## src/logic/eeprom_ctl_pkg.sv

```systemverilog
// Purpose: Constants and types for the byte-wise storage access controller
// Assumes: APB register access, 32-bit data, one word per register
// Notes: Oscillator rate is a plain default; tick counts derive from it
package eeprom_ctl_pkg;

	// Bus geometry and register byte offsets
	localparam int unsigned BUS_ADDR_W    = 8;
	localparam logic [7:0]  OFS_ADDR      = 8'h00;
	localparam logic [7:0]  OFS_DATA      = 8'h04;
	localparam logic [7:0]  OFS_CTRL      = 8'h08;
	localparam logic [7:0]  OFS_IRQ_STAT  = 8'h0c;
	localparam logic [7:0]  OFS_IRQ_MASK  = 8'h10;

	// Control register field positions
	localparam int unsigned CTRL_READ_BIT = 0;
	localparam int unsigned CTRL_GO_BIT   = 1;
	localparam int unsigned CTRL_ARM_BIT  = 2;
	localparam int unsigned CTRL_MODE_LSB = 4;

	// Event bits in interrupt status and mask
	localparam int unsigned EVT_PROG_DONE = 0;
	localparam int unsigned EVT_READ_DONE = 1;
	localparam int unsigned EVT_W         = 2;

	// Storage size, reset and erased values
	localparam int unsigned STORAGE_DEPTH = 512;
	localparam logic [7:0]  ERASED_BYTE   = 8'hff;
	localparam logic [7:0]  DATA_RESET    = 8'h00;

	// Cycle counts on the processor clock
	localparam logic [2:0]  ARM_WINDOW    = 3'h4;
	localparam logic [2:0]  READ_STALL    = 3'h4;
	localparam logic [2:0]  PROG_STALL    = 3'h2;

	// Self-timed programming on oscillator ticks
	localparam int unsigned TIMER_W        = 24;
	localparam int unsigned ATOMIC_TIME_US = 3400;
	localparam int unsigned OSC_KHZ        = 8000;
	localparam int unsigned ATOMIC_TICKS   = ATOMIC_TIME_US * OSC_KHZ / 1000;

	typedef enum logic [1:0]
	{
		MODE_ATOMIC = 2'h0,
		MODE_ERASE  = 2'h1,
		MODE_WRITE  = 2'h2,
		MODE_RSVD   = 2'h3
	} prog_mode_t;

	typedef enum logic [1:0]
	{
		ST_IDLE  = 2'h0,
		ST_ERASE = 2'h1,
		ST_WRITE = 2'h3
	} prog_state_t;

endpackage

```

## src/logic/eeprom_byte_access_controller.sv

```systemverilog
// Purpose: Byte read, erase, write and atomic program of on-chip storage
// Assumes: osc_tick is a one-cycle pulse from the calibrated oscillator
// Notes: Stall cycles hold pready low in the pclk cycles right after the starting transfer
module eeprom_byte_access_controller
#(
	parameter int unsigned DEPTH        = eeprom_ctl_pkg::STORAGE_DEPTH,
	parameter int unsigned ATOMIC_TICKS = eeprom_ctl_pkg::ATOMIC_TICKS,
	parameter int unsigned ERASE_TICKS  = eeprom_ctl_pkg::ATOMIC_TICKS / 2,
	parameter int unsigned WRITE_TICKS  = eeprom_ctl_pkg::ATOMIC_TICKS / 2
)
(
	// Clock and reset
	input  wire logic                                  pclk,
	input  wire logic                                  presetn,
	// APB slave
	input  wire logic                                  psel,
	input  wire logic                                  penable,
	input  wire logic                                  pwrite,
	input  wire logic [eeprom_ctl_pkg::BUS_ADDR_W-1:0] paddr,
	input  wire logic [31:0]                           pwdata,
	output logic      [31:0]                           prdata,
	output logic                                       pready,
	output logic                                       pslverr,
	// System side
	input  wire logic                                  osc_tick,
	input  wire logic                                  sys_reset_req,
	output logic                                       cpu_stall,
	output logic                                       irq
);
	import eeprom_ctl_pkg::*;

	localparam int unsigned AW = $clog2(DEPTH);
	localparam logic [TIMER_W-1:0] ERASE_LOAD  = TIMER_W'(ERASE_TICKS - 1);
	localparam logic [TIMER_W-1:0] WRITE_LOAD  = TIMER_W'(WRITE_TICKS - 1);
	localparam logic [TIMER_W-1:0] ATOMIC_LOAD = TIMER_W'(ATOMIC_TICKS - WRITE_TICKS - 1);
	localparam logic [TIMER_W-1:0] ATOMIC_LAST = TIMER_W'(ATOMIC_TICKS - 1);
	localparam logic [TIMER_W-1:0] ERASE_LAST  = TIMER_W'(ERASE_TICKS - 1);
	localparam logic [TIMER_W-1:0] WRITE_LAST  = TIMER_W'(WRITE_TICKS - 1);

	logic [7:0]         mem [DEPTH];
	logic [AW-1:0]      addr_q;
	logic [7:0]         data_q;
	prog_mode_t         mode_q;
	prog_state_t        state_q;
	logic [TIMER_W-1:0] timer_q;
	logic [TIMER_W-1:0] tick_cnt_q;
	logic [2:0]         arm_cnt_q;
	logic [2:0]         stall_cnt_q;
	logic [EVT_W-1:0]   status_q;
	logic [EVT_W-1:0]   mask_q;
	logic [31:0]        prdata_q;
	logic [31:0]        rd_mux;
	logic [EVT_W-1:0]   evt_set;
	logic [EVT_W-1:0]   evt_clr;
	logic               hit_addr;
	logic               hit_data;
	logic               hit_ctrl;
	logic               hit_istat;
	logic               hit_imask;
	logic               mapped;
	logic               wr_done;
	logic               rd_done;
	logic               setup_rd;
	logic               ctrl_wr;
	logic               busy;
	logic               arm_active;
	logic               prog_start;
	logic               rd_start;
	logic               phase_end;
	logic               prog_fin;

	// Address decode and APB phases
	assign hit_addr  = (paddr == OFS_ADDR);
	assign hit_data  = (paddr == OFS_DATA);
	assign hit_ctrl  = (paddr == OFS_CTRL);
	assign hit_istat = (paddr == OFS_IRQ_STAT);
	assign hit_imask = (paddr == OFS_IRQ_MASK);
	assign mapped    = hit_addr | hit_data | hit_ctrl | hit_istat | hit_imask;
	assign pready    = (stall_cnt_q == 3'h0);
	assign pslverr   = psel & penable & ~mapped;
	assign wr_done   = psel & penable & pwrite & pready & mapped;
	assign rd_done   = psel & penable & ~pwrite & pready & mapped;
	assign setup_rd  = psel & ~penable & ~pwrite;
	assign prdata    = prdata_q;
	assign cpu_stall = ~pready;

	// Start conditions
	assign busy       = (state_q != ST_IDLE);
	assign arm_active = (arm_cnt_q != 3'h0);
	assign ctrl_wr    = wr_done & hit_ctrl;
	assign prog_start = ctrl_wr & pwdata[CTRL_GO_BIT] & arm_active & ~busy & (mode_q != MODE_RSVD);
	assign rd_start   = ctrl_wr & pwdata[CTRL_READ_BIT] & ~busy & ~prog_start;
	assign phase_end  = osc_tick & (timer_q == '0);
	assign prog_fin   = phase_end & ((state_q == ST_WRITE) | ((state_q == ST_ERASE) & (mode_q == MODE_ERASE)));

	// Arm window
	always_ff @(posedge pclk or negedge presetn)
	begin
		if (!presetn)
			arm_cnt_q <= 3'h0;
		else if (prog_start)
			arm_cnt_q <= 3'h0;
		else if (ctrl_wr & pwdata[CTRL_ARM_BIT] & ~busy)
			arm_cnt_q <= ARM_WINDOW;
		else if (arm_active)
			arm_cnt_q <= arm_cnt_q - 3'h1;
	end

	// Mode field
	always_ff @(posedge pclk or negedge presetn)
	begin
		if (!presetn)
			mode_q <= MODE_ATOMIC;
		else if (sys_reset_req & ~busy)
			mode_q <= MODE_ATOMIC;
		else if (ctrl_wr & ~busy)
			mode_q <= prog_mode_t'(pwdata[CTRL_MODE_LSB +: 2]);
	end

	// Address register, frozen while busy
	always_ff @(posedge pclk or negedge presetn)
	begin
		if (!presetn)
			addr_q <= '0;
		else if (wr_done & hit_addr & ~busy)
			addr_q <= pwdata[AW-1:0];
	end

	// Data register, loaded by software or by a read
	always_ff @(posedge pclk or negedge presetn)
	begin
		if (!presetn)
			data_q <= DATA_RESET;
		else if (rd_start)
			data_q <= mem[addr_q];
		else if (wr_done & hit_data & ~busy)
			data_q <= pwdata[7:0];
	end

	// Programming sequencer on oscillator ticks
	always_ff @(posedge pclk or negedge presetn)
	begin
		if (!presetn)
		begin
			state_q <= ST_IDLE;
			timer_q <= '0;
		end
		else
		begin
			unique case (state_q)
				ST_IDLE:
				begin
					if (prog_start && mode_q == MODE_WRITE)
					begin
						state_q <= ST_WRITE;
						timer_q <= WRITE_LOAD;
					end
					else if (prog_start)
					begin
						state_q <= ST_ERASE;
						timer_q <= (mode_q == MODE_ATOMIC) ? ATOMIC_LOAD : ERASE_LOAD;
					end
				end
				ST_ERASE:
				begin
					if (phase_end && mode_q == MODE_ATOMIC)
					begin
						state_q <= ST_WRITE;
						timer_q <= WRITE_LOAD;
					end
					else if (phase_end)
						state_q <= ST_IDLE;
					else if (osc_tick)
						timer_q <= timer_q - 1'b1;
				end
				ST_WRITE:
				begin
					if (phase_end)
						state_q <= ST_IDLE;
					else if (osc_tick)
						timer_q <= timer_q - 1'b1;
				end
				default:
					state_q <= ST_IDLE;
			endcase
		end
	end

	// Oscillator tick tally for the timing check
	always_ff @(posedge pclk or negedge presetn)
	begin
		if (!presetn)
			tick_cnt_q <= '0;
		else if (prog_start)
			tick_cnt_q <= '0;
		else if (busy & osc_tick)
			tick_cnt_q <= tick_cnt_q + 1'b1;
	end

	// Storage array: erase sets all bits, write can only clear bits
	always_ff @(posedge pclk)
	begin
		if (state_q == ST_ERASE && phase_end)
			mem[addr_q] <= ERASED_BYTE;
		else if (state_q == ST_WRITE && phase_end)
			mem[addr_q] <= mem[addr_q] & data_q;
	end

	// Processor stall counter
	always_ff @(posedge pclk or negedge presetn)
	begin
		if (!presetn)
			stall_cnt_q <= 3'h0;
		else if (rd_start)
			stall_cnt_q <= READ_STALL;
		else if (prog_start)
			stall_cnt_q <= PROG_STALL;
		else if (stall_cnt_q != 3'h0)
			stall_cnt_q <= stall_cnt_q - 3'h1;
	end

	// Interrupt status, mask and output
	always_comb
	begin
		evt_set                = '0;
		evt_set[EVT_PROG_DONE] = prog_fin;
		evt_set[EVT_READ_DONE] = rd_start;
		evt_clr                = (rd_done & hit_istat) ? prdata_q[EVT_W-1:0] : '0;
	end

	always_ff @(posedge pclk or negedge presetn)
	begin
		if (!presetn)
			status_q <= '0;
		else
			status_q <= (status_q & ~evt_clr) | evt_set;
	end

	always_ff @(posedge pclk or negedge presetn)
	begin
		if (!presetn)
			mask_q <= '0;
		else if (wr_done & hit_imask)
			mask_q <= pwdata[EVT_W-1:0];
	end

	assign irq = |(status_q & mask_q);

	// Read data, captured in the setup cycle
	always_comb
	begin
		rd_mux = '0;
		if (hit_addr)
			rd_mux[AW-1:0] = addr_q;
		if (hit_data)
			rd_mux[7:0] = data_q;
		if (hit_ctrl)
		begin
			rd_mux[CTRL_MODE_LSB +: 2] = mode_q;
			rd_mux[CTRL_ARM_BIT]       = arm_active;
			rd_mux[CTRL_GO_BIT]        = busy;
		end
		if (hit_istat)
			rd_mux[EVT_W-1:0] = status_q;
		if (hit_imask)
			rd_mux[EVT_W-1:0] = mask_q;
	end

	always_ff @(posedge pclk or negedge presetn)
	begin
		if (!presetn)
			prdata_q <= '0;
		else if (setup_rd)
			prdata_q <= rd_mux;
	end

	// Checks
	a_read_stall: assert property (@(posedge pclk) disable iff (!presetn)
		rd_start |=> cpu_stall [*4] ##1 !cpu_stall)
		else $error("read stall not four cycles");

	a_prog_stall: assert property (@(posedge pclk) disable iff (!presetn)
		prog_start |=> cpu_stall [*2] ##1 !cpu_stall)
		else $error("program stall not two cycles");

	a_start_busy: assert property (@(posedge pclk) disable iff (!presetn)
		prog_start |=> busy && !pready)
		else $error("program start did not set busy");

	a_no_overlap: assert property (@(posedge pclk) disable iff (!presetn)
		busy |-> !rd_start && !prog_start && $stable(addr_q))
		else $error("operation accepted while busy");

	a_arm_needed: assert property (@(posedge pclk) disable iff (!presetn)
		prog_start |-> $past(arm_active) && arm_active)
		else $error("program started without arm");

	a_arm_expire: assert property (@(posedge pclk) disable iff (!presetn)
		(arm_cnt_q == 3'h1 && !ctrl_wr) |=> !arm_active)
		else $error("arm window not closed");

	a_arm_span: assert property (@(posedge pclk) disable iff (!presetn)
		(ctrl_wr && pwdata[CTRL_ARM_BIT] && !busy && !prog_start) |=> arm_cnt_q == ARM_WINDOW)
		else $error("arm window not loaded to four");

	a_mode_lock: assert property (@(posedge pclk) disable iff (!presetn)
		busy |=> $stable(mode_q))
		else $error("mode changed while busy");

	a_mode_reset: assert property (@(posedge pclk) disable iff (!presetn)
		(sys_reset_req && !busy) |=> mode_q == MODE_ATOMIC)
		else $error("mode not cleared by system reset");

	a_read_data: assert property (@(posedge pclk) disable iff (!presetn)
		rd_start |=> data_q == mem[$past(addr_q)])
		else $error("read data mismatch");

	a_erase_value: assert property (@(posedge pclk) disable iff (!presetn)
		(state_q == ST_ERASE && phase_end) |=> mem[addr_q] == ERASED_BYTE)
		else $error("erase did not set byte");

	a_atomic_done: assert property (@(posedge pclk) disable iff (!presetn)
		(state_q == ST_ERASE && phase_end && mode_q == MODE_ATOMIC) |=> busy && state_q == ST_WRITE)
		else $error("atomic program dropped busy after erase");

	a_tick_only: assert property (@(posedge pclk) disable iff (!presetn)
		(busy && !osc_tick) |=> $stable(timer_q) && $stable(state_q))
		else $error("timer moved without oscillator tick");

	a_prog_time: assert property (@(posedge pclk) disable iff (!presetn)
		prog_fin |-> tick_cnt_q == ((mode_q == MODE_ATOMIC) ? ATOMIC_LAST :
			(mode_q == MODE_ERASE) ? ERASE_LAST : WRITE_LAST))
		else $error("programming time not as configured");

endmodule

```

## config.mk

```make
export PLATFORM = sky130hd
export DESIGN_NAME = eeprom_byte_access_controller
export DESIGN_NICKNAME = d
export VERILOG_FILES = /design/src/logic/eeprom_ctl_pkg.sv /design/src/logic/eeprom_byte_access_controller.sv
export SDC_FILE = /design/constraint.sdc
export NUM_CORES = 2
export LEC_CHECK = 0
export ABC_CLOCK_PERIOD_IN_PS = 30600
export CORE_AREA = 2 2 809 811
export DETAILED_ROUTE_END_ITERATION = 12
export DIE_AREA = 0 0 811 813
export DONT_BUFFER_PORTS = 1
export SETUP_SLACK_MARGIN = 0.3
export SLEW_MARGIN = 15
export SYNTH_ARGS = -nofsm -noshare
export SYNTH_HDL_FRONTEND = slang
export SYNTH_SLANG_ARGS = --single-unit
```

## constraint.sdc

```tcl
create_clock -name pclk -period 30.6 [get_ports pclk]
set_clock_uncertainty 0.1 [all_clocks]
set_input_delay 4.59 -clock pclk [delete_from_list [all_inputs] [get_ports pclk]]
set_output_delay 4.59 -clock pclk [all_outputs]
set_load 0.02 [all_outputs]
```

Word-level counts from Yosys, hierarchy flattened. Memories as Yosys holds them, arrays and structs flattened. Index checks and enable logic that the tools add are counted.

Word-level logic and storage cells: 125. RAM bits: 4096. Output and inout bits: 36. Memories kept: 1. Register bits: 64.

Memories: mem (depth 512, width 8, read ports 1, clocked after Yosys merged registers in 0, wr ports 1, line eeprom_byte_access_controller.sv:40) `logic [7:0] mem [DEPTH];`.

Bitwise gates (word level): 48. Eq/ne operators: 10. Add/sub/neg operators: 3. Muxes and demuxes: 34. Reduce and logical (&&, ||, !) cells: 19.

Operators with widths (number): $mux W24 (5); $pmux W24 S3 (1); $mux W8 (4); $and A1 B1 Y1 (31); $logic_not A24 Y1 (1); $sub A24 B1 Y24 const B (1); $mux W2 (11); $mux W3 (6); $eq A8 B4 Y1 const B (2); $reduce_bool A3 Y1 (5); $mux W9 (1); $and A8 B8 Y8 (1); $eq A8 B3 Y1 const B (1); $eq A8 B5 Y1 const B (1); $logic_not A8 Y1 (1); $not A1 Y1 (6); $or A1 B1 Y1 (6); $pmux W2 S3 (1); $reduce_bool A2 Y1 (3); $sub A3 B1 Y3 const B (2); $mux W1 (5); $and A2 B2 Y2 (2); $eq A2 B1 Y1 const B (2); $eq A2 B2 Y1 const B (2); other kinds (9) (13).

Depth between registers and ports, before layout.
Word-level depth: 14. Mapped depth: 15.

Worst setup path after synthesis. Ideal clock, no wire load.

Path type: register to register. Start point: register addr_q[1]. End point: memory mem[0][6], data pin. Cell stages (with the launch flop): 14. Data arrival time: 22.205 ns. Path slack: 4.125 ns. Library setup time: 4.170 ns. Required time: 26.330 ns. Period minus slack after synthesis: 26.475 ns. Cell sequence: dfrtp_1 -> buf_4 -> buf_4 -> buf_4 -> buf_2 -> buf_4 -> buf_2 -> mux2i_1 -> a221oi_1 -> o21ai_0 -> a31oi_1 -> a31oi_1 -> and4_1 -> o21ai_0.

Longest elaborated chain between the ends: 3.

RTL lines: start: declaration (line eeprom_byte_access_controller.sv:41) `logic [AW-1:0] addr_q;`; start signal: assignment (line eeprom_byte_access_controller.sv:126) `addr_q <= pwdata[AW-1:0];`; $mem_v2 Z512 W8; $and A8 B8 Y8 (line eeprom_byte_access_controller.sv:206) `mem[addr_q] <= mem[addr_q] & data_q;`; $mux W8 (no source line); end: declaration (line eeprom_byte_access_controller.sv:40).

No other way between the ends.

Worst setup path in the final report.
Start point: input paddr[5] in the netlist's numbering. End point: output pslverr.

Longest elaborated chain between the ends: 7. Elaborated cells on any way between the ends: 11.

RTL lines: start: declaration (line eeprom_byte_access_controller.sv:19) `input wire logic [eeprom_ctl_pkg::BUS_ADDR_W-1:0] paddr,`; $eq A8 B3 Y1 or $logic_not A8 Y1 (tied branches) (line eeprom_byte_access_controller.sv:74, eeprom_byte_access_controller.sv:73); $or A1 B1 Y1 (3 in a row) (line eeprom_byte_access_controller.sv:78) `assign mapped = hit_addr | hit_data | hit_ctrl | hit_istat | hit_imask;`; $or A1 B1 Y1 (*) (line eeprom_byte_access_controller.sv:78); $not A1 Y1 (*) (line eeprom_byte_access_controller.sv:80) `assign pslverr = psel & penable & ~mapped;`; $and A1 B1 Y1 (*) (line eeprom_byte_access_controller.sv:80); end: declaration (line eeprom_byte_access_controller.sv:23) `output logic pslverr,`.

Mark *: on every way between the ends. The rest lies on a longest branch, timed or not.

==> flow_metrics.env <==
export IMPL_worst_slew_pin_transition_ns=1.28
export IMPL_drt_iter0_markers=10633
export IMPL_layout_drive_gt1_share=0.207
export IMPL_yosysSeqAreaShare=0.767
export IMPL_nets=8131
export IMPL_syn_avg_cell_area_um2=20.4
export IMPL_detail_route_wirelength_um=445000
export IMPL_worst_setup_path_end_kind="output pin"
export IMPL_die_area_um2=659000
export IMPL_post_route_drc_count=0
export IMPL_cts_setup_buffers=0
export IMPL_critical_path_arrival_ns=5.87
export IMPL_synth_seq_cells=4160
export IMPL_setup_viol=0
export IMPL_synth_edf_count=4096
export IMPL_synth_cells=7960
export IMPL_gr_usage_met2=0.202
export IMPL_cellPowerDensity_nw_per_um2=60.0
export IMPL_hold_viol_final=0
export IMPL_fp_coreArea_um2=651000
export IMPL_power_static_leakage_nw=66.1
export IMPL_grt_busiest_layer="met2"
export IMPL_first_global_vias=80055
export IMPL_drt_vias_per_instance=4.81
export IMPL_area_delta_synth_final_pct=14.3
export IMPL_ys_warn_count=0
export IMPL_grt_antenna_before_repair=24
export IMPL_cts_buf_count=406
export IMPL_timing_hold_ws_ns=0.393
export IMPL_preCtsSetupSlack_ns=20.05
export IMPL_drtAntennaViolNets=0
export IMPL_clk_path_buf_depth=4
export IMPL_synth_top_area_share=0.758
export IMPL_die_height_um=813
export IMPL_die_width_um=811
export IMPL_post_synth_instance_area_um2=162000
export IMPL_synth_lib_cells_used_distinct=82
export IMPL_grt_first_pass_wirelength_um=622000
export IMPL_cap_violations=0
export IMPL_gr_ovfl_total=0
export IMPL_netlist_top_cell_by_area="edfxtp_1"
export IMPL_commonest_non_fill_non_tap_cells_in_the_layout="edfxtp_1, mux4_2, nor2_1"
export IMPL_cts_resized=0
export IMPL_vdd_ir_drop_worst_mv=0.0452
export IMPL_worst_path_max_fanout=3
export IMPL_max_clock_freq_ghz=0.0947
export IMPL_synthFlopType="edfxtp_1"
export IMPL_synth_area_top_cells="edfxtp_1, mux4_2, mux2i_1"
export IMPL_grt_setup_unrepaired="false"
export IMPL_final_min_clock_period_ns=10.56
export IMPL_synth_async_reset_ratio=0.0154
export IMPL_floorplan_initialDensity=0.249
export IMPL_tritoncts="yes"
export IMPL_critical_path_required_ns=25.91
export IMPL_cts_sinks=4160
export IMPL_startpoint_to_endpoint_class_of_the_critical_path="primary input to output pin"
export IMPL_cts_root_buffer_cell="clkbuf_16"
export IMPL_min_period_over_period=0.345
export IMPL_globalRouteMet1Util=0.182
export IMPL_dpl_wire_length_um=266000
export IMPL_startpoint_type="primary input"
export IMPL_drt_pre_antenna_iters=8
export IMPL_final_common_cell="edfxtp_1"
export IMPL_clock_latency_ns=1.01
export IMPL_design_power_total_mw=11.1
export IMPL_globalRouteMet3Util=0.0244
export IMPL_placementRows=297
export IMPL_cts_hold_buffers=0
export IMPL_relSlewSlack=0.146
export IMPL_buffer_ports_inserted=0
export IMPL_htree_num_levels=5
export IMPL_grt_max_degree=207
export IMPL_run_status="complete, no violations"
export IMPL_wire_per_inst_um=26.0
export IMPL_timing_final_max_slew_violations=0
export IMPL_post_route_setup_tns_ns=0
export IMPL_n_fill_cell=63521
export IMPL_grt_total_usage=0.129
export IMPL_pin_count=83
export IMPL_worst_hold_path_type="flop to flop"
export IMPL_clkSlewWorstSetupHoldPaths_ns=0.06
export IMPL_worst_case_setup_margin_in_the_final_layout_ns=20.04
export IMPL_place_congestion=0.815
export IMPL_num_vias=82119
[per-stage QoR]
stage | util | instances | instance area [um^2]
global route | 0.285 | 17077 | 186000
CTS | 0.285 | 17074 | 186000
finish | 0.285 | 17083 | 186000
detailed placement | 0.265 | 16339 | 173000
floorplan | - | 7982 | 162000
global placement | 0.265 | 16339 | 173000
[critical path, cell delays in order]
cell and delay [ns]:
or4_1 0.61, nor4_1 0.32, and2_1 0.23, nor3_1 0.12
[synthesized netlist by cell type, types with 7 or more instances]
cell and number:
nor2b_1 28, o31ai_1 8, and2_1 19, a2111oi_0 10, or2_2 7, o22ai_1 65
buf_1 32, nand3_1 91, a221oi_1 63, dfrtp_1 64, a311oi_1 8, o221ai_1 9
or3_1 9, buf_2 217, a22oi_1 177, nand2_1 196, o211ai_1 26, clkbuf_1 159
inv_1 19, mux2_2 49, and3_1 32, a22o_1 38, nor2_1 620, edfxtp_1 4096
a21oi_1 105, mux4_2 870, a211oi_1 20, nand2b_1 16, xnor2_1 10, o21ai_0 101
nor4_1 25, buf_6 15, a32oi_1 17, nor3_1 30, a31oi_1 35, buf_4 89
mux2i_1 441, nand4_1 38
[cell type report]
cell class	instances	area (um^2)	share of cell area
Sequential cell	4160	125000	0.671
Multi-Input combinational cell	3289	35500	0.191
Clock buffer	492	10600	0.0569
Tap cell	8671	10800	0.0584
Antenna cell	7	17.5	0.0000944
Clock inverter	243	2220	0.0120
Inverter	21	92.6	0.000499
Timing Repair Buffer	200	1790	0.00967
[kinds of logic (layout without fill, tap and decap cells)]
kind of cell    count (synthesis)  after routing  synth area share
flops                        4160           4160             0.767
mux                          1360           1360             0.151
simple gates                 1155           1155            0.0319
compound gates                729            729            0.0313
buf+inv                       533            956            0.0167
xor+xnor                       16             16          0.000863
fa+ha+maj                       6              6          0.000462
other cells                     1             30         0.0000231
[final timing paths]
| path | start | endpoint | slack, ns | cells past startpoint |
|---|---|---|---|---|
| max in group asynchronous | presetn | addr_q[3] | 27.05 | 0 |
| setup / recovery | paddr[5] | pslverr | 20.04 | 4 |
| hold / removal | arm_cnt_q[0] | arm_cnt_q[0] | 0.39 | 1 |
| min in group asynchronous | presetn | timer_q[11] | 3.22 | 0 |
| hold reg to reg | arm_cnt_q[0] | arm_cnt_q[0] | 0.39 | 1 |
| setup reg to reg | addr_q[1] | mem[278][4] | 20.63 | 15 |
[routing by layer]
metal,wire (um),up-vias
met5,58,-
met3,41500,690
met2,204000,4111
li1,-,33131
met1,184000,44179
met4,14900,8
[report_power, final]
| group | total (mW) | switching (mW) | internal, mW |
|---|---|---|---|
| registers | 6.18 | 0.00797 | 6.17 |
| clock network | 4.88 | 2.17 | 2.71 |
| logic | 0.0793 | 0.0494 | 0.0299 |
| total | 11.1 | 2.22 | 8.91 |
[flip-flops by register name (all words and copies together) (netlist names), 3 cells and up]
register     cells
stall_cnt_q      3
addr_q           9
prdata           9
data_q           8
timer_q         24
arm_cnt_q        3
mem           4096
Power figures use the tool's default switching activity.
